## src/pkg/csp_regs.vh

```
// Register map, field positions and timing constants of the clocked serial port
`ifndef CSP_REGS_VH
`define CSP_REGS_VH

// Byte offsets inside one channel window; paddr[6] picks the channel
`define CSP_OFF_MODE 6'h00
`define CSP_OFF_CLKSEL 6'h04
`define CSP_OFF_SHIFT 6'h08
`define CSP_OFF_SHIFT_LOW 6'h0C
`define CSP_OFF_RXB 6'h10
`define CSP_OFF_RXB_LOW 6'h14
`define CSP_OFF_RXM 6'h18
`define CSP_OFF_RXM_LOW 6'h1C
`define CSP_OFF_TXB 6'h20
`define CSP_OFF_TXB_LOW 6'h24
`define CSP_OFF_ITXB 6'h28
`define CSP_OFF_ITXB_LOW 6'h2C
`define CSP_OFF_LAST 6'h2C
`define CSP_CH_BIT 6
`define CSP_TOP_BIT 7

// Mode register fields
`define CSP_MODE_EN 7
`define CSP_MODE_DUPLEX 6
`define CSP_MODE_LEN16 5
`define CSP_MODE_LSB 4
`define CSP_MODE_IRQDLY 3
`define CSP_MODE_CONT 2
`define CSP_MODE_BUSY 0
`define CSP_MODE_RST 8'h00
`define CSP_MODE_WMASK 8'hFC

// Clock select: codes 0..6 internal, 7 external pin
`define CSP_CLKSEL_EXT 3'h7
`define CSP_CLKSEL_RST 3'h0

// Word lengths in shift clocks
`define CSP_BITS_8 5'h08
`define CSP_BITS_16 5'h10

// Timing: 5 Mbps ceiling gives a 200 ns bit
`define CSP_PCLK_NS 5
`define CSP_MIN_BIT_NS 200
`define CSP_HALF_BASE_CYC ((`CSP_MIN_BIT_NS / 2 + `CSP_PCLK_NS - 1) / `CSP_PCLK_NS)
`define CSP_IRQ_DELAY_NS 100
`define CSP_IRQ_DELAY_CYC ((`CSP_IRQ_DELAY_NS + `CSP_PCLK_NS - 1) / `CSP_PCLK_NS)

`endif

```

## src/logic/csp_shift.v

```verilog
// Shift engine of one channel: clock generation, bit counter and shared shift register
`timescale 1ns/1ps
`default_nettype none
`include "csp_regs.vh"

module csp_shift #(
    parameter WIDTH = 16,
    parameter CW = 11
) (
    input wire pclk, // Peripheral clock
    input wire presetn, // Async reset, active low
    input wire ce, // Clock enable
    input wire en, // Channel enable
    input wire start, // Begin one word
    input wire [WIDTH-1:0] start_word, // Word to send
    input wire load, // Bus write to shift register
    input wire [WIDTH-1:0] load_word, // Data for that write
    input wire len16, // 16-bit words
    input wire lsb_first, // LSB goes first
    input wire duplex, // Transmit and receive
    input wire [2:0] div_sel, // Clock source
    input wire sck_pin, // Clock pin level, async
    input wire si_pin, // Data pin level, async
    output reg busy, // Word in flight
    output reg done, // Word finished, pulse
    output reg [WIDTH-1:0] shreg, // Shared shift register
    output reg sck_r, // Driven clock level
    output reg so_r // Data out level
);
    localparam H = WIDTH / 2;
    localparam integer HALF_BASE_I = `CSP_HALF_BASE_CYC;
    localparam [CW-1:0] HALF_BASE = HALF_BASE_I[CW-1:0]; // Cut on purpose, base fits the counter

    reg sck_s1, sck_s2, sck_s3, si_s1, si_s2;
    reg [CW-1:0] cnt_r;
    reg [4:0] bit_r;
    wire ext = (div_sel == `CSP_CLKSEL_EXT);
    wire [CW-1:0] half_w = HALF_BASE << div_sel;
    wire tick = busy & ~ext & (cnt_r == {CW{1'b0}});
    wire rise = busy & (ext ? (sck_s2 & ~sck_s3) : (tick & ~sck_r));
    wire fall = busy & (ext ? (~sck_s2 & sck_s3) : (tick & sck_r));
    wire [4:0] len_w = len16 ? `CSP_BITS_16 : `CSP_BITS_8;
    wire [4:0] bit_inc = bit_r + 5'h01;

    // Shift one received bit in at the chosen end, 8-bit view uses low byte
    function [WIDTH-1:0] sh_fn;
        input [WIDTH-1:0] sr;
        input b;
        input l16;
        input lsb;
        begin
            sh_fn = sr;
            if (l16 & ~lsb)
                sh_fn = {sr[WIDTH-2:0], b};
            else if (l16)
                sh_fn = {b, sr[WIDTH-1:1]};
            else if (~lsb)
                sh_fn[H-1:0] = {sr[H-2:0], b};
            else
                sh_fn[H-1:0] = {b, sr[H-1:1]};
        end
    endfunction

    // Bit that goes out next
    function out_fn;
        input [WIDTH-1:0] sr;
        input l16;
        input lsb;
        begin
            out_fn = lsb ? sr[0] : (l16 ? sr[WIDTH-1] : sr[H-1]);
        end
    endfunction

    // Pin synchronisers; the second stages are looked at, and the clock's third stage too for edges
    always @(posedge pclk or negedge presetn)
    begin
        if (!presetn)
        begin
            sck_s1 <= 1'b1;
            sck_s2 <= 1'b1;
            sck_s3 <= 1'b1;
            si_s1 <= 1'b0;
            si_s2 <= 1'b0;
        end
        else if (ce)
        begin
            sck_s1 <= sck_pin;
            sck_s2 <= sck_s1;
            sck_s3 <= sck_s2;
            si_s1 <= si_pin;
            si_s2 <= si_s1;
        end
    end

    // Clock, counter and shift; idle clock high, out on fall, sample on rise
    always @(posedge pclk or negedge presetn)
    begin
        if (!presetn)
        begin
            busy <= 1'b0;
            done <= 1'b0;
            shreg <= {WIDTH{1'b0}};
            sck_r <= 1'b1;
            so_r <= 1'b0;
            cnt_r <= {CW{1'b0}};
            bit_r <= 5'h00;
        end
        else if (ce)
        begin
            done <= 1'b0;
            if (!en)
            begin
                busy <= 1'b0;
                sck_r <= 1'b1;
                so_r <= 1'b0;
                bit_r <= 5'h00;
            end
            else if (start)
            begin
                busy <= 1'b1;
                shreg <= start_word;
                bit_r <= 5'h00;
                cnt_r <= half_w - 1'b1;
                so_r <= duplex & out_fn(start_word, len16, lsb_first);
            end
            else if (busy)
            begin
                if (tick)
                begin
                    sck_r <= ~sck_r;
                    cnt_r <= half_w - 1'b1;
                end
                else if (!ext)
                    cnt_r <= cnt_r - 1'b1;
                if (fall)
                    so_r <= duplex & out_fn(shreg, len16, lsb_first);
                if (rise)
                begin
                    shreg <= sh_fn(shreg, si_s2, len16, lsb_first);
                    bit_r <= bit_inc;
                    if (bit_inc == len_w)
                    begin
                        busy <= 1'b0;
                        done <= 1'b1;
                    end
                end
            end
            else
            begin
                sck_r <= 1'b1;
                if (load)
                    shreg <= load_word;
            end
        end
    end
endmodule // csp_shift

`default_nettype wire

```

## src/logic/csp_top.v

```verilog
// Two-channel clocked serial port with APB register access
`timescale 1ns/1ps
`default_nettype none
`include "csp_regs.vh"

module csp_top #(
    parameter NCH = 2,
    parameter WIDTH = 16,
    parameter AW = 8
) (
    input wire pclk, // APB clock, 200 MHz
    input wire presetn, // Async reset, active low
    input wire pce, // Clock enable, freezes all
    input wire psel, // APB select
    input wire penable, // APB enable
    input wire pwrite, // APB direction
    input wire [AW-1:0] paddr, // APB byte address
    input wire [31:0] pwdata, // APB write data
    output wire [31:0] prdata, // APB read data, registered
    output wire pready, // APB ready
    output wire pslverr, // Unmapped address
    input wire [NCH-1:0] shift_clock_pin_i, // Clock pin level
    output wire [NCH-1:0] shift_clock_pin_o, // Clock pin drive
    output wire [NCH-1:0] shift_clock_pin_oe, // Clock pin enable
    input wire [NCH-1:0] serial_data_in, // Data in pins
    output wire [NCH-1:0] serial_data_out, // Data out pins
    output wire [NCH-1:0] transfer_done_irq // Completion pulse
);
    localparam [AW-1:0] ZERO_A = {AW{1'b0}};

    reg [31:0] prdata_r;
    reg cap_r;
    wire [32*NCH-1:0] rd_all;
    wire [5:0] off = paddr[5:0];
    wire ch_sel = paddr[`CSP_CH_BIT];
    wire addr_ok;
    wire acc_done;
    wire wr_acc;
    wire rd_acc;

    // Address check, shared by error answer and read mux
    function csp_valid;
        input [AW-1:0] a;
        begin
            csp_valid = (a[AW-1:`CSP_TOP_BIT] == ZERO_A[AW-1:`CSP_TOP_BIT])
                && (a[5:0] <= `CSP_OFF_LAST) && (a[1:0] == 2'b00);
        end
    endfunction

    assign addr_ok = csp_valid(paddr);

    // Zero wait states once setup was seen under the clock enable
    assign pready = cap_r & pce;
    assign acc_done = psel & penable & pready;
    assign wr_acc = acc_done & pwrite & addr_ok;
    assign rd_acc = acc_done & ~pwrite & addr_ok;
    assign pslverr = acc_done & ~addr_ok;
    assign prdata = prdata_r;

    // Read data is taken in the setup phase so it comes from a flop
    always @(posedge pclk or negedge presetn)
    begin
        if (!presetn)
        begin
            prdata_r <= 32'h00000000;
            cap_r <= 1'b0;
        end
        else if (pce)
        begin
            if (psel & ~penable)
            begin
                cap_r <= 1'b1;
                if (!pwrite && addr_ok)
                    prdata_r <= ch_sel ? rd_all[63:32] : rd_all[31:0];
                else
                    prdata_r <= 32'h00000000;
            end
            else if (acc_done)
                cap_r <= 1'b0;
        end
    end

    genvar ch;
    // Identical channels, each with its own registers and engine
    generate
        for (ch = 0; ch < NCH; ch = ch + 1)
        begin : gen_ch
            reg [7:0] mode_r;
            reg [2:0] clksel_r;
            reg [WIDTH-1:0] txb_r;
            reg [WIDTH-1:0] itxb_r;
            reg [WIDTH-1:0] rxb_r;
            reg [WIDTH-1:0] sword_r;
            reg pend_r;
            reg chain_r;
            reg start_r;
            reg irq_r;
            reg dly_run_r;
            reg [7:0] dly_r;
            reg [31:0] rd_w;
            wire busy_w;
            wire done_w;
            wire [WIDTH-1:0] sh_w;
            wire sck_w;
            wire so_w;
            wire hit = (ch_sel == ch);
            wire en = mode_r[`CSP_MODE_EN];
            wire duplex = mode_r[`CSP_MODE_DUPLEX];
            wire cont = mode_r[`CSP_MODE_CONT];
            wire ext = (clksel_r == `CSP_CLKSEL_EXT);
            wire in_flight = busy_w | start_r;
            wire wr_hit = wr_acc & hit;
            wire rd_hit = rd_acc & hit;
            wire tx_wr = wr_hit & duplex & ((off == `CSP_OFF_TXB) | (off == `CSP_OFF_TXB_LOW));
            wire rx_rd = rd_hit & ~duplex & ((off == `CSP_OFF_RXB) | (off == `CSP_OFF_RXB_LOW));
            wire req = tx_wr | rx_rd;
            // Single mode ignores a request that arrives while busy
            wire pend_set = en & req & (cont | (~in_flight & ~pend_r));
            wire issue = en & pend_r & ~in_flight;
            // First word of a continuous duplex chain keeps the request queued
            wire first_cont = cont & ~chain_r & duplex;
            wire sh_load = wr_hit & ~in_flight
                & ((off == `CSP_OFF_SHIFT) | (off == `CSP_OFF_SHIFT_LOW));
            wire [WIDTH-1:0] sh_data = (off == `CSP_OFF_SHIFT_LOW)
                ? {sh_w[WIDTH-1:8], pwdata[7:0]} : pwdata[WIDTH-1:0];
            localparam integer DLY_CYC_I = `CSP_IRQ_DELAY_CYC;
            localparam [7:0] DLY_CYC = DLY_CYC_I[7:0];

            // Mode and clock select registers
            always @(posedge pclk or negedge presetn)
            begin
                if (!presetn)
                begin
                    mode_r <= `CSP_MODE_RST;
                    clksel_r <= `CSP_CLKSEL_RST;
                end
                else if (pce && wr_hit)
                begin
                    // Changing fields mid-word is software's problem, not checked here
                    if (off == `CSP_OFF_MODE)
                        mode_r <= pwdata[7:0] & `CSP_MODE_WMASK;
                    if (off == `CSP_OFF_CLKSEL)
                        clksel_r <= pwdata[2:0];
                end
            end

            // Transmit and initial transmit buffers with low-byte views
            always @(posedge pclk or negedge presetn)
            begin
                if (!presetn)
                begin
                    txb_r <= {WIDTH{1'b0}};
                    itxb_r <= {WIDTH{1'b0}};
                end
                else if (pce && wr_hit)
                begin
                    if (off == `CSP_OFF_TXB)
                        txb_r <= pwdata[WIDTH-1:0];
                    if (off == `CSP_OFF_TXB_LOW)
                        txb_r[7:0] <= pwdata[7:0];
                    if (off == `CSP_OFF_ITXB)
                        itxb_r <= pwdata[WIDTH-1:0];
                    if (off == `CSP_OFF_ITXB_LOW)
                        itxb_r[7:0] <= pwdata[7:0];
                end
            end

            // Start sequencing; a new request wins over the clear
            always @(posedge pclk or negedge presetn)
            begin
                if (!presetn)
                begin
                    pend_r <= 1'b0;
                    chain_r <= 1'b0;
                    start_r <= 1'b0;
                    sword_r <= {WIDTH{1'b0}};
                end
                else if (pce)
                begin
                    start_r <= 1'b0;
                    if (!en)
                    begin
                        pend_r <= 1'b0;
                        chain_r <= 1'b0;
                    end
                    else
                    begin
                        if (issue)
                        begin
                            start_r <= 1'b1;
                            chain_r <= cont;
                            sword_r <= first_cont ? itxb_r : txb_r;
                            if (!first_cont)
                                pend_r <= 1'b0;
                        end
                        else if (done_w && !pend_r)
                            chain_r <= 1'b0;
                        if (pend_set)
                            pend_r <= 1'b1;
                    end
                end
            end

            // Receive buffer takes each finished word
            always @(posedge pclk or negedge presetn)
            begin
                if (!presetn)
                    rxb_r <= {WIDTH{1'b0}};
                else if (pce && done_w)
                    rxb_r <= mode_r[`CSP_MODE_LEN16] ? sh_w : {8'h00, sh_w[7:0]};
            end

            // Completion interrupt, optionally held back by a fixed delay
            always @(posedge pclk or negedge presetn)
            begin
                if (!presetn)
                begin
                    irq_r <= 1'b0;
                    dly_run_r <= 1'b0;
                    dly_r <= 8'h00;
                end
                else if (pce)
                begin
                    irq_r <= 1'b0;
                    if (!en)
                        dly_run_r <= 1'b0;
                    else if (done_w && !mode_r[`CSP_MODE_IRQDLY])
                        irq_r <= 1'b1;
                    else if (done_w)
                    begin
                        dly_run_r <= 1'b1;
                        dly_r <= DLY_CYC - 8'h01;
                    end
                    else if (dly_run_r && dly_r == 8'h00)
                    begin
                        dly_run_r <= 1'b0;
                        irq_r <= 1'b1;
                    end
                    else if (dly_run_r)
                        dly_r <= dly_r - 8'h01;
                end
            end

            // Register read mux; mirrors read the same data without side effect
            always @*
            begin
                rd_w = 32'h00000000;
                case (off)
                    `CSP_OFF_MODE: rd_w[7:0] = {mode_r[7:1], in_flight};
                    `CSP_OFF_CLKSEL: rd_w[2:0] = clksel_r;
                    `CSP_OFF_SHIFT: rd_w[WIDTH-1:0] = sh_w;
                    `CSP_OFF_SHIFT_LOW: rd_w[7:0] = sh_w[7:0];
                    `CSP_OFF_RXB: rd_w[WIDTH-1:0] = rxb_r;
                    `CSP_OFF_RXB_LOW: rd_w[7:0] = rxb_r[7:0];
                    `CSP_OFF_RXM: rd_w[WIDTH-1:0] = rxb_r;
                    `CSP_OFF_RXM_LOW: rd_w[7:0] = rxb_r[7:0];
                    `CSP_OFF_TXB: rd_w[WIDTH-1:0] = txb_r;
                    `CSP_OFF_TXB_LOW: rd_w[7:0] = txb_r[7:0];
                    `CSP_OFF_ITXB: rd_w[WIDTH-1:0] = itxb_r;
                    `CSP_OFF_ITXB_LOW: rd_w[7:0] = itxb_r[7:0];
                    default: rd_w = 32'h00000000;
                endcase
            end

            assign rd_all[32*ch +: 32] = rd_w;

            // Pins: internal clock drives, external clock leaves the pin alone
            assign shift_clock_pin_o[ch] = sck_w;
            assign shift_clock_pin_oe[ch] = en & ~ext;
            assign serial_data_out[ch] = so_w;
            assign transfer_done_irq[ch] = irq_r;

            csp_shift #(
                .WIDTH(WIDTH),
                .CW(11)
            ) u_shift (
                .pclk(pclk),
                .presetn(presetn),
                .ce(pce),
                .en(en),
                .start(start_r),
                .start_word(sword_r),
                .load(sh_load),
                .load_word(sh_data),
                .len16(mode_r[`CSP_MODE_LEN16]),
                .lsb_first(mode_r[`CSP_MODE_LSB]),
                .duplex(duplex),
                .div_sel(clksel_r),
                .sck_pin(shift_clock_pin_i[ch]),
                .si_pin(serial_data_in[ch]),
                .busy(busy_w),
                .done(done_w),
                .shreg(sh_w),
                .sck_r(sck_w),
                .so_r(so_w)
            );
        end
    endgenerate
endmodule // csp_top

`default_nettype wire

```

## config.mk

```make
export PLATFORM = sky130hd
export DESIGN_NAME = csp_top
export DESIGN_NICKNAME = d
export VERILOG_FILES = /design/src/logic/csp_shift.v /design/src/logic/csp_top.v
export VERILOG_INCLUDE_DIRS = /design/src /design/src/pkg
export SDC_FILE = /design/constraint.sdc
export NUM_CORES = 1
export LEC_CHECK = 0
export ABC_AREA = 1
export BUFFER_PORTS_ARGS = -buffer_cell sky130_fd_sc_hd__buf_2
export CAP_MARGIN = 0
export CORE_MARGIN = 2
export CORE_UTILIZATION = 45
export CTS_BUF_LIST = sky130_fd_sc_hd__clkbuf_2 sky130_fd_sc_hd__clkbuf_4 sky130_fd_sc_hd__clkbuf_8
export DETAILED_ROUTE_END_ITERATION = 16
export GPL_ROUTABILITY_DRIVEN = 0
export HOLD_SLACK_MARGIN = 0.08
export SYNTH_ARGS = -nofsm -noshare
export SYNTH_HDL_FRONTEND = slang
export SYNTH_SLANG_ARGS = --single-unit
```

## constraint.sdc

```tcl
create_clock -name pclk -period 3.45 [get_ports pclk]
set_clock_uncertainty 0.2 [all_clocks]
set_input_delay 0.5175 -clock pclk [delete_from_list [all_inputs] [get_ports pclk]]
set_output_delay 0.5175 -clock pclk [all_outputs]
set_load 0.01 [all_outputs]
```

; ---- Word-level counts from Yosys, hierarchy flattened
; Index checks and enable logic that the tools add are counted.
[word_totals]
register_bits = 287
[op_classes]
add_sub_neg = 8
n_lt_le_gt_ge = 1
n_eq_ne = 45
shift = 2
muxes = 145
bitwise = 97
reduce_logical = 74
[ops]
columns = operator, count
row1 = 2-to-1 mux 16 bit, 17
row2 = 2-to-1 mux 8 bit, 20
row3 = 2-to-1 mux 11 bit, 8
row4 = 2-to-1 mux 1 bit, 84
row5 = one-hot mux 8 bit (4 select lines), 2
row6 = AND 1 bit, 63
row7 = 2-to-1 mux 5 bit, 10
row8 = one-hot mux 5 bit (5 select lines), 2
row9 = subtractor 11 x 1 -> 11 bit (second input constant), 4
row10 = != test 3 x 1 -> 1 bit (second input constant), 12
row11 = one-hot mux 3 bit (6 select lines), 2
row12 = AND reduction 3 bit, 12
row13 = AND reduction 2 bit, 16
row14 = inverter 1 bit, 25
row15 = equality test 6 x 5 -> 1 bit (second input constant), 4
row16 = equality test 6 bit (second input constant), 4
row17 = != test 3 bit (second input constant), 8
row18 = zero test 11 bit, 2
row19 = left shift 5 x 3 -> 11 bit (first input constant), 2
row20 = zero test 8 bit, 2
row21 = AND reduction 4 bit, 4
row22 = subtractor 8 x 1 -> 8 bit (second input constant), 2
row23 = nonzero test 2 bit, 7
row24 = logical AND 1 bit, 13
row25 = other kinds (19), 47

; ---- Logic depth before layout (Yosys ltp)
[logic_depth]
ltp_word = 12
depth_mapped = 11

; ---- Modules after synthesis
; Synthesis repeated with hierarchy kept, for this count alone.
[unflattened]
cells_unflattened = 2240
hier_area_um2 = 15931.5
[modules_own_cells]
columns = mod, n_inst, cells_per_inst, area_each_um2
row1 = csp_top, 1, 1424, 10186.0
row2 = csp_shift, 2, 408, 2872.8

; ---- Worst setup path before layout
; No wires, ideal clock.
[synth_path]
kind = input to output
startpoint = input port pce
endpoint = output port pready
arrival_ps = 1362
required_ps = 2732
setup_slack_ps = 1370
path_stages = 5
path_buffers = 3
cell_sequence = buf_4 > clkbuf_1 > clkbuf_1 > nand2_1 > inv_1
[synth_between]
elab_chain_len = 1
[synth_lines]
columns = item, line_no
row1 = "start, declared", csp_top.v:13  ; input wire pce,
row2 = AND 1 bit, csp_top.v:53  ; assign pready = cap_r & pce;
row3 = "end, declared", csp_top.v:20  ; output wire pready,
; Every way passes these cells.

; ---- Worst setup path after layout
[layout_path]
startpoint = register gen_ch[0].start_r
endpoint = register gen_ch[0].sword_r[6]
[layout_between]
elab_chain_len = 4
[layout_lines]
columns = item, line_no
row1 = "start, declared", csp_top.v:96  ; reg start_r;
row2 = "start signal, assigned", csp_top.v:175  ; start_r <= 1'b0;
row3 = "start signal, assigned", csp_top.v:180  ; start_r <= 1'b0;
row4 = "start signal, assigned", csp_top.v:190  ; start_r <= 1'b1;
row5 = OR 1 bit, csp_top.v:111  ; wire in_flight = busy_w | start_r;
row6 = inverter 1 bit, csp_top.v:119  ; wire issue = en & pend_r & ~in_flight;
row7 = AND 1 bit, csp_top.v:119
row8 = AND reduction 3 bit (no line), -
row9 = "end signal, assigned", csp_top.v:176  ; sword_r <= {WIDTH{1'b0}};
row10 = "end signal, assigned", csp_top.v:192  ; sword_r <= first_cont ? itxb_r : txb_r;
row11 = "end, declared", csp_top.v:93  ; reg [WIDTH-1:0] sword_r;
; Every way passes these cells.
; A chain may end at the register's enable or synchronous reset.

==> results.toml <==
[status]
outcome = "completed"

[floorplan]
coreArea_sq_um = 33280
rows = 67
die_w_microns = 187.2
die_h_microns = 187.2
pin_count = 92
die-area_sq_um = 35040
start_util = 0.4538

[sta]
period_share = 0.7266
min_period_ns = 2.507
slew_viol_final = 0
fin_tns_setup_ns = 0
setup_viol = 0
rsz0062_at_grt = "false"
worst_slack_ns = 0.9431
worstMarginPinSlew_ns = 0.7146
fmax_mhz = 398.9
finalHoldViolations = 0
maxSlewHeadroom = 0.5210

[clock_tree]
worst_setup_hold_path_clk_slew_ns = 0.06
cts_num_sinks = 271
cts_tree = "done"
cts_buffers = 49
post_cts_buffers = 0
cts_root_buf = "clkbuf_8"
cts_hold_buf = 23
h-tree-depth = 2
clock_path_buffers = 3
post_cts_resized = 0
worstSkewPairLatency_ns = 0.62

[setup_path]
worst-endpoint-arrival_ns = 2.79
r2r_start = "gen_ch[0].start_r"
crit_required_ns = 3.74
timing.critical_path.fanout_max = 27
crit_path_top_delay_cell = "dfrtp_1"
cp_common_cell = "inv_1"
path_cells = "nor2_1 -> inv_1 -> buf_4 -> nor3_2 -> nand2_2 -> inv_1 -> o21ai_0"
crit_path_start_kind = "register"
crit_type = "register to register"
cp_slowest_stage_delay_ns = 0.57
end_kind = "register"
cp_top_family = "simple AND/OR/NAND/NOR gates"
critPathLaunch = "gen_ch[0].start_r"
critPathBufInv = 3
rrSetupSlack_ns = 0.94

[yosys]
yosys-top-cells-area = "dfrtp_1, nand2_1, o21ai_0"
syn_area_sq_um = 15100
netlist_instances = 2012
synthFlopType = "dfrtp_1"
synth_async_sr_flop_share = 1.000
syn_avg_cell_area_sq_um = 7.506
yosysWarningCount = 0
netlist.area_leader.share = 0.4358
yosysMostFrequentCell = "nand2_1"
synth_edf_count = 0
netlist_top_cells_count = "nand2_1, dfrtp_1, o21ai_0, inv_1, nor2_1"
ys_ff_latch = 271
ys_seq_area_frac = 0.4497
synth.distinct_cells = 49
yosysTopAreaCell = "dfrtp_1"

[routing]
wire_per_inst_microns = 17.56
dr_wl_met3_microns = 3112
drt_drc_violations_left = 0
antenna_left = 0
viasPerCell = 5.363
top_layer_used = "met5"
wirelength_microns = 45240
wl_met1_microns = 20900
vias = 13810
met2_length_microns = 19820
drt_iter0_markers = 1220
drt-pass1-iter-count = 5

[pwr]
vdd_ir_drop_max_mv = 0.2651
p_seq_frac = 0.447
p_leak_nw = 8.527
pwr-share-clk = 0.350
pwr-share-comb = 0.204
sw_frac_of_total = 0.3327
p_int_mw = 6.041
power.density_nw_per_um2 = 533.5
p_sw_mw = 3.011

[global_route]
grt_pass1_wl_microns = 72820
grt_max_degree = 72
antenna_found_initial = 1
grt_usage = 0.2634
grt_pass1_vias = 13140
overflow = 0

[cells_and_area]
layout-drive-gt1-share = 0.1227
nets = 2152
area_growth_pct = 12.34

[min_path]
min_from = "pwrite"
hold_path.class = "input port to register"

[placement]
io_buffers = 59
pre_cts_ws_ns = 0.8014
hpwlAfterDp_microns = 32090

[run]
drv_cap = 0
[cell families (layout without fill, tap and decap cells)]
logic type	count (synthesis)	after routing	synth area share
xor gates and xnor gates	22	22	0.01276
adders and majority gates	10	10	0.008285
and+or+nand+nor	968	968	0.2798
AOI/OAI and AO/OA	430	430	0.1591
other	1	17	0.0002483
buffers and inverters	310	410	0.09014
DFF	271	271	0.4497
[final cells by class]
type,instances,area (sq um)
diodes,1,2.502
clock buffers,79,968.4
clock inverters,7,35.03
fillers,3364,16310
inverters,213,802.0
multi-input cells,1446,7015
flip-flops and latches,271,6792
well taps,448,560.5
repair buffers,111,790.8
[cells in the final DEF (no fill, tap or decap), types with 13 or more instances in the layout]
cell type      Yosys  layout
o211ai_1          19      19
o21ai_1           31      31
o21ai_0          221     221
nand3_1          106     106
dfrtp_1          263     263
nand4_1           41      41
nand2_1          606     606
nor2_1           145     145
o221ai_1          16      16
conb_1             1      16
buf_2             33      58
dlygate4sd3_1      0      23
a21oi_1           95      95
clkbuf_8           0      60
o21a_1            13      13
xor2_1            20      20
buf_4             31      26
inv_1            198     198
clkbuf_4           0      19
[power by group through the flow]
stage	Sequential, mW	Combinational (mW)	Clock, mW
2_1_floorplan	3.95	1.38	0
3_3_place_gp	4.08	1.78	0
3_5_place_dp	4.08	1.82	0
4_1_cts	4.04	1.85	3.23
5_1_grt	4.11	2.13	3.37
6_report	4.04	1.84	3.17
[flip-flops by register name, indices dropped and copies added, names as in the netlist, 6 cells and up]
signal                cells
gen_ch.clksel_r           6
gen_ch.dly_r             16
gen_ch.itxb_r            32
gen_ch.mode_r            12
gen_ch.rxb_r             32
gen_ch.sword_r           32
gen_ch.txb_r             32
gen_ch.u_shift.bit_r     10
gen_ch.u_shift.cnt_r     22
gen_ch.u_shift.shreg     32
prdata                   16
[worst paths after layout]
path,end,cells past startpoint
max,gen_ch[0].sword_r[6],7
min,prdata[0],4
max reg2reg,gen_ch[0].sword_r[6],7
min reg2reg,gen_ch[0].u_shift.so_r,2
max in group asynchronous,gen_ch[1].txb_r[14],3
min in group asynchronous,gen_ch[1].u_shift.shreg[12],2
[through the flow]
step | cell area [sq um] | hold slack (ns) | power [mW] | cells | utilization
floorplan | 15160 | 0.02191 | 5.329 | 2027 | -
global placement | 15730 | 0.2549 | 5.857 | 2466 | 0.4726
detailed placement | 15730 | 0.2562 | 5.905 | 2466 | 0.4726
CTS | 16960 | 0.1049 | 9.115 | 2575 | 0.5097
global route | 16970 | 0.1682 | 9.611 | 2576 | 0.5098
finish | 16970 | 0.1397 | 9.052 | 2576 | 0.5098
[routing by layer]
| layer | GRT usage | vias to the layer above |
|---|---|---|
| li1 | - | 6683 |
| met1 | 0.3816 | 6573 |
| met2 | 0.3976 | 470 |
| met3 | 0.04240 | 86 |
| met4 | 0.09219 | 2 |
| met5 | 0.02885 | - |
[worst register-to-register path, cell delays in order, from the launching register on]
cell     delay [ns]
dfrtp_1        0.57
nor2_1         0.22
inv_1          0.06
buf_4          0.19
nor3_2         0.17
nand2_2        0.41
inv_1          0.44
o21ai_0        0.14
Power figures use the tool's default switching activity.
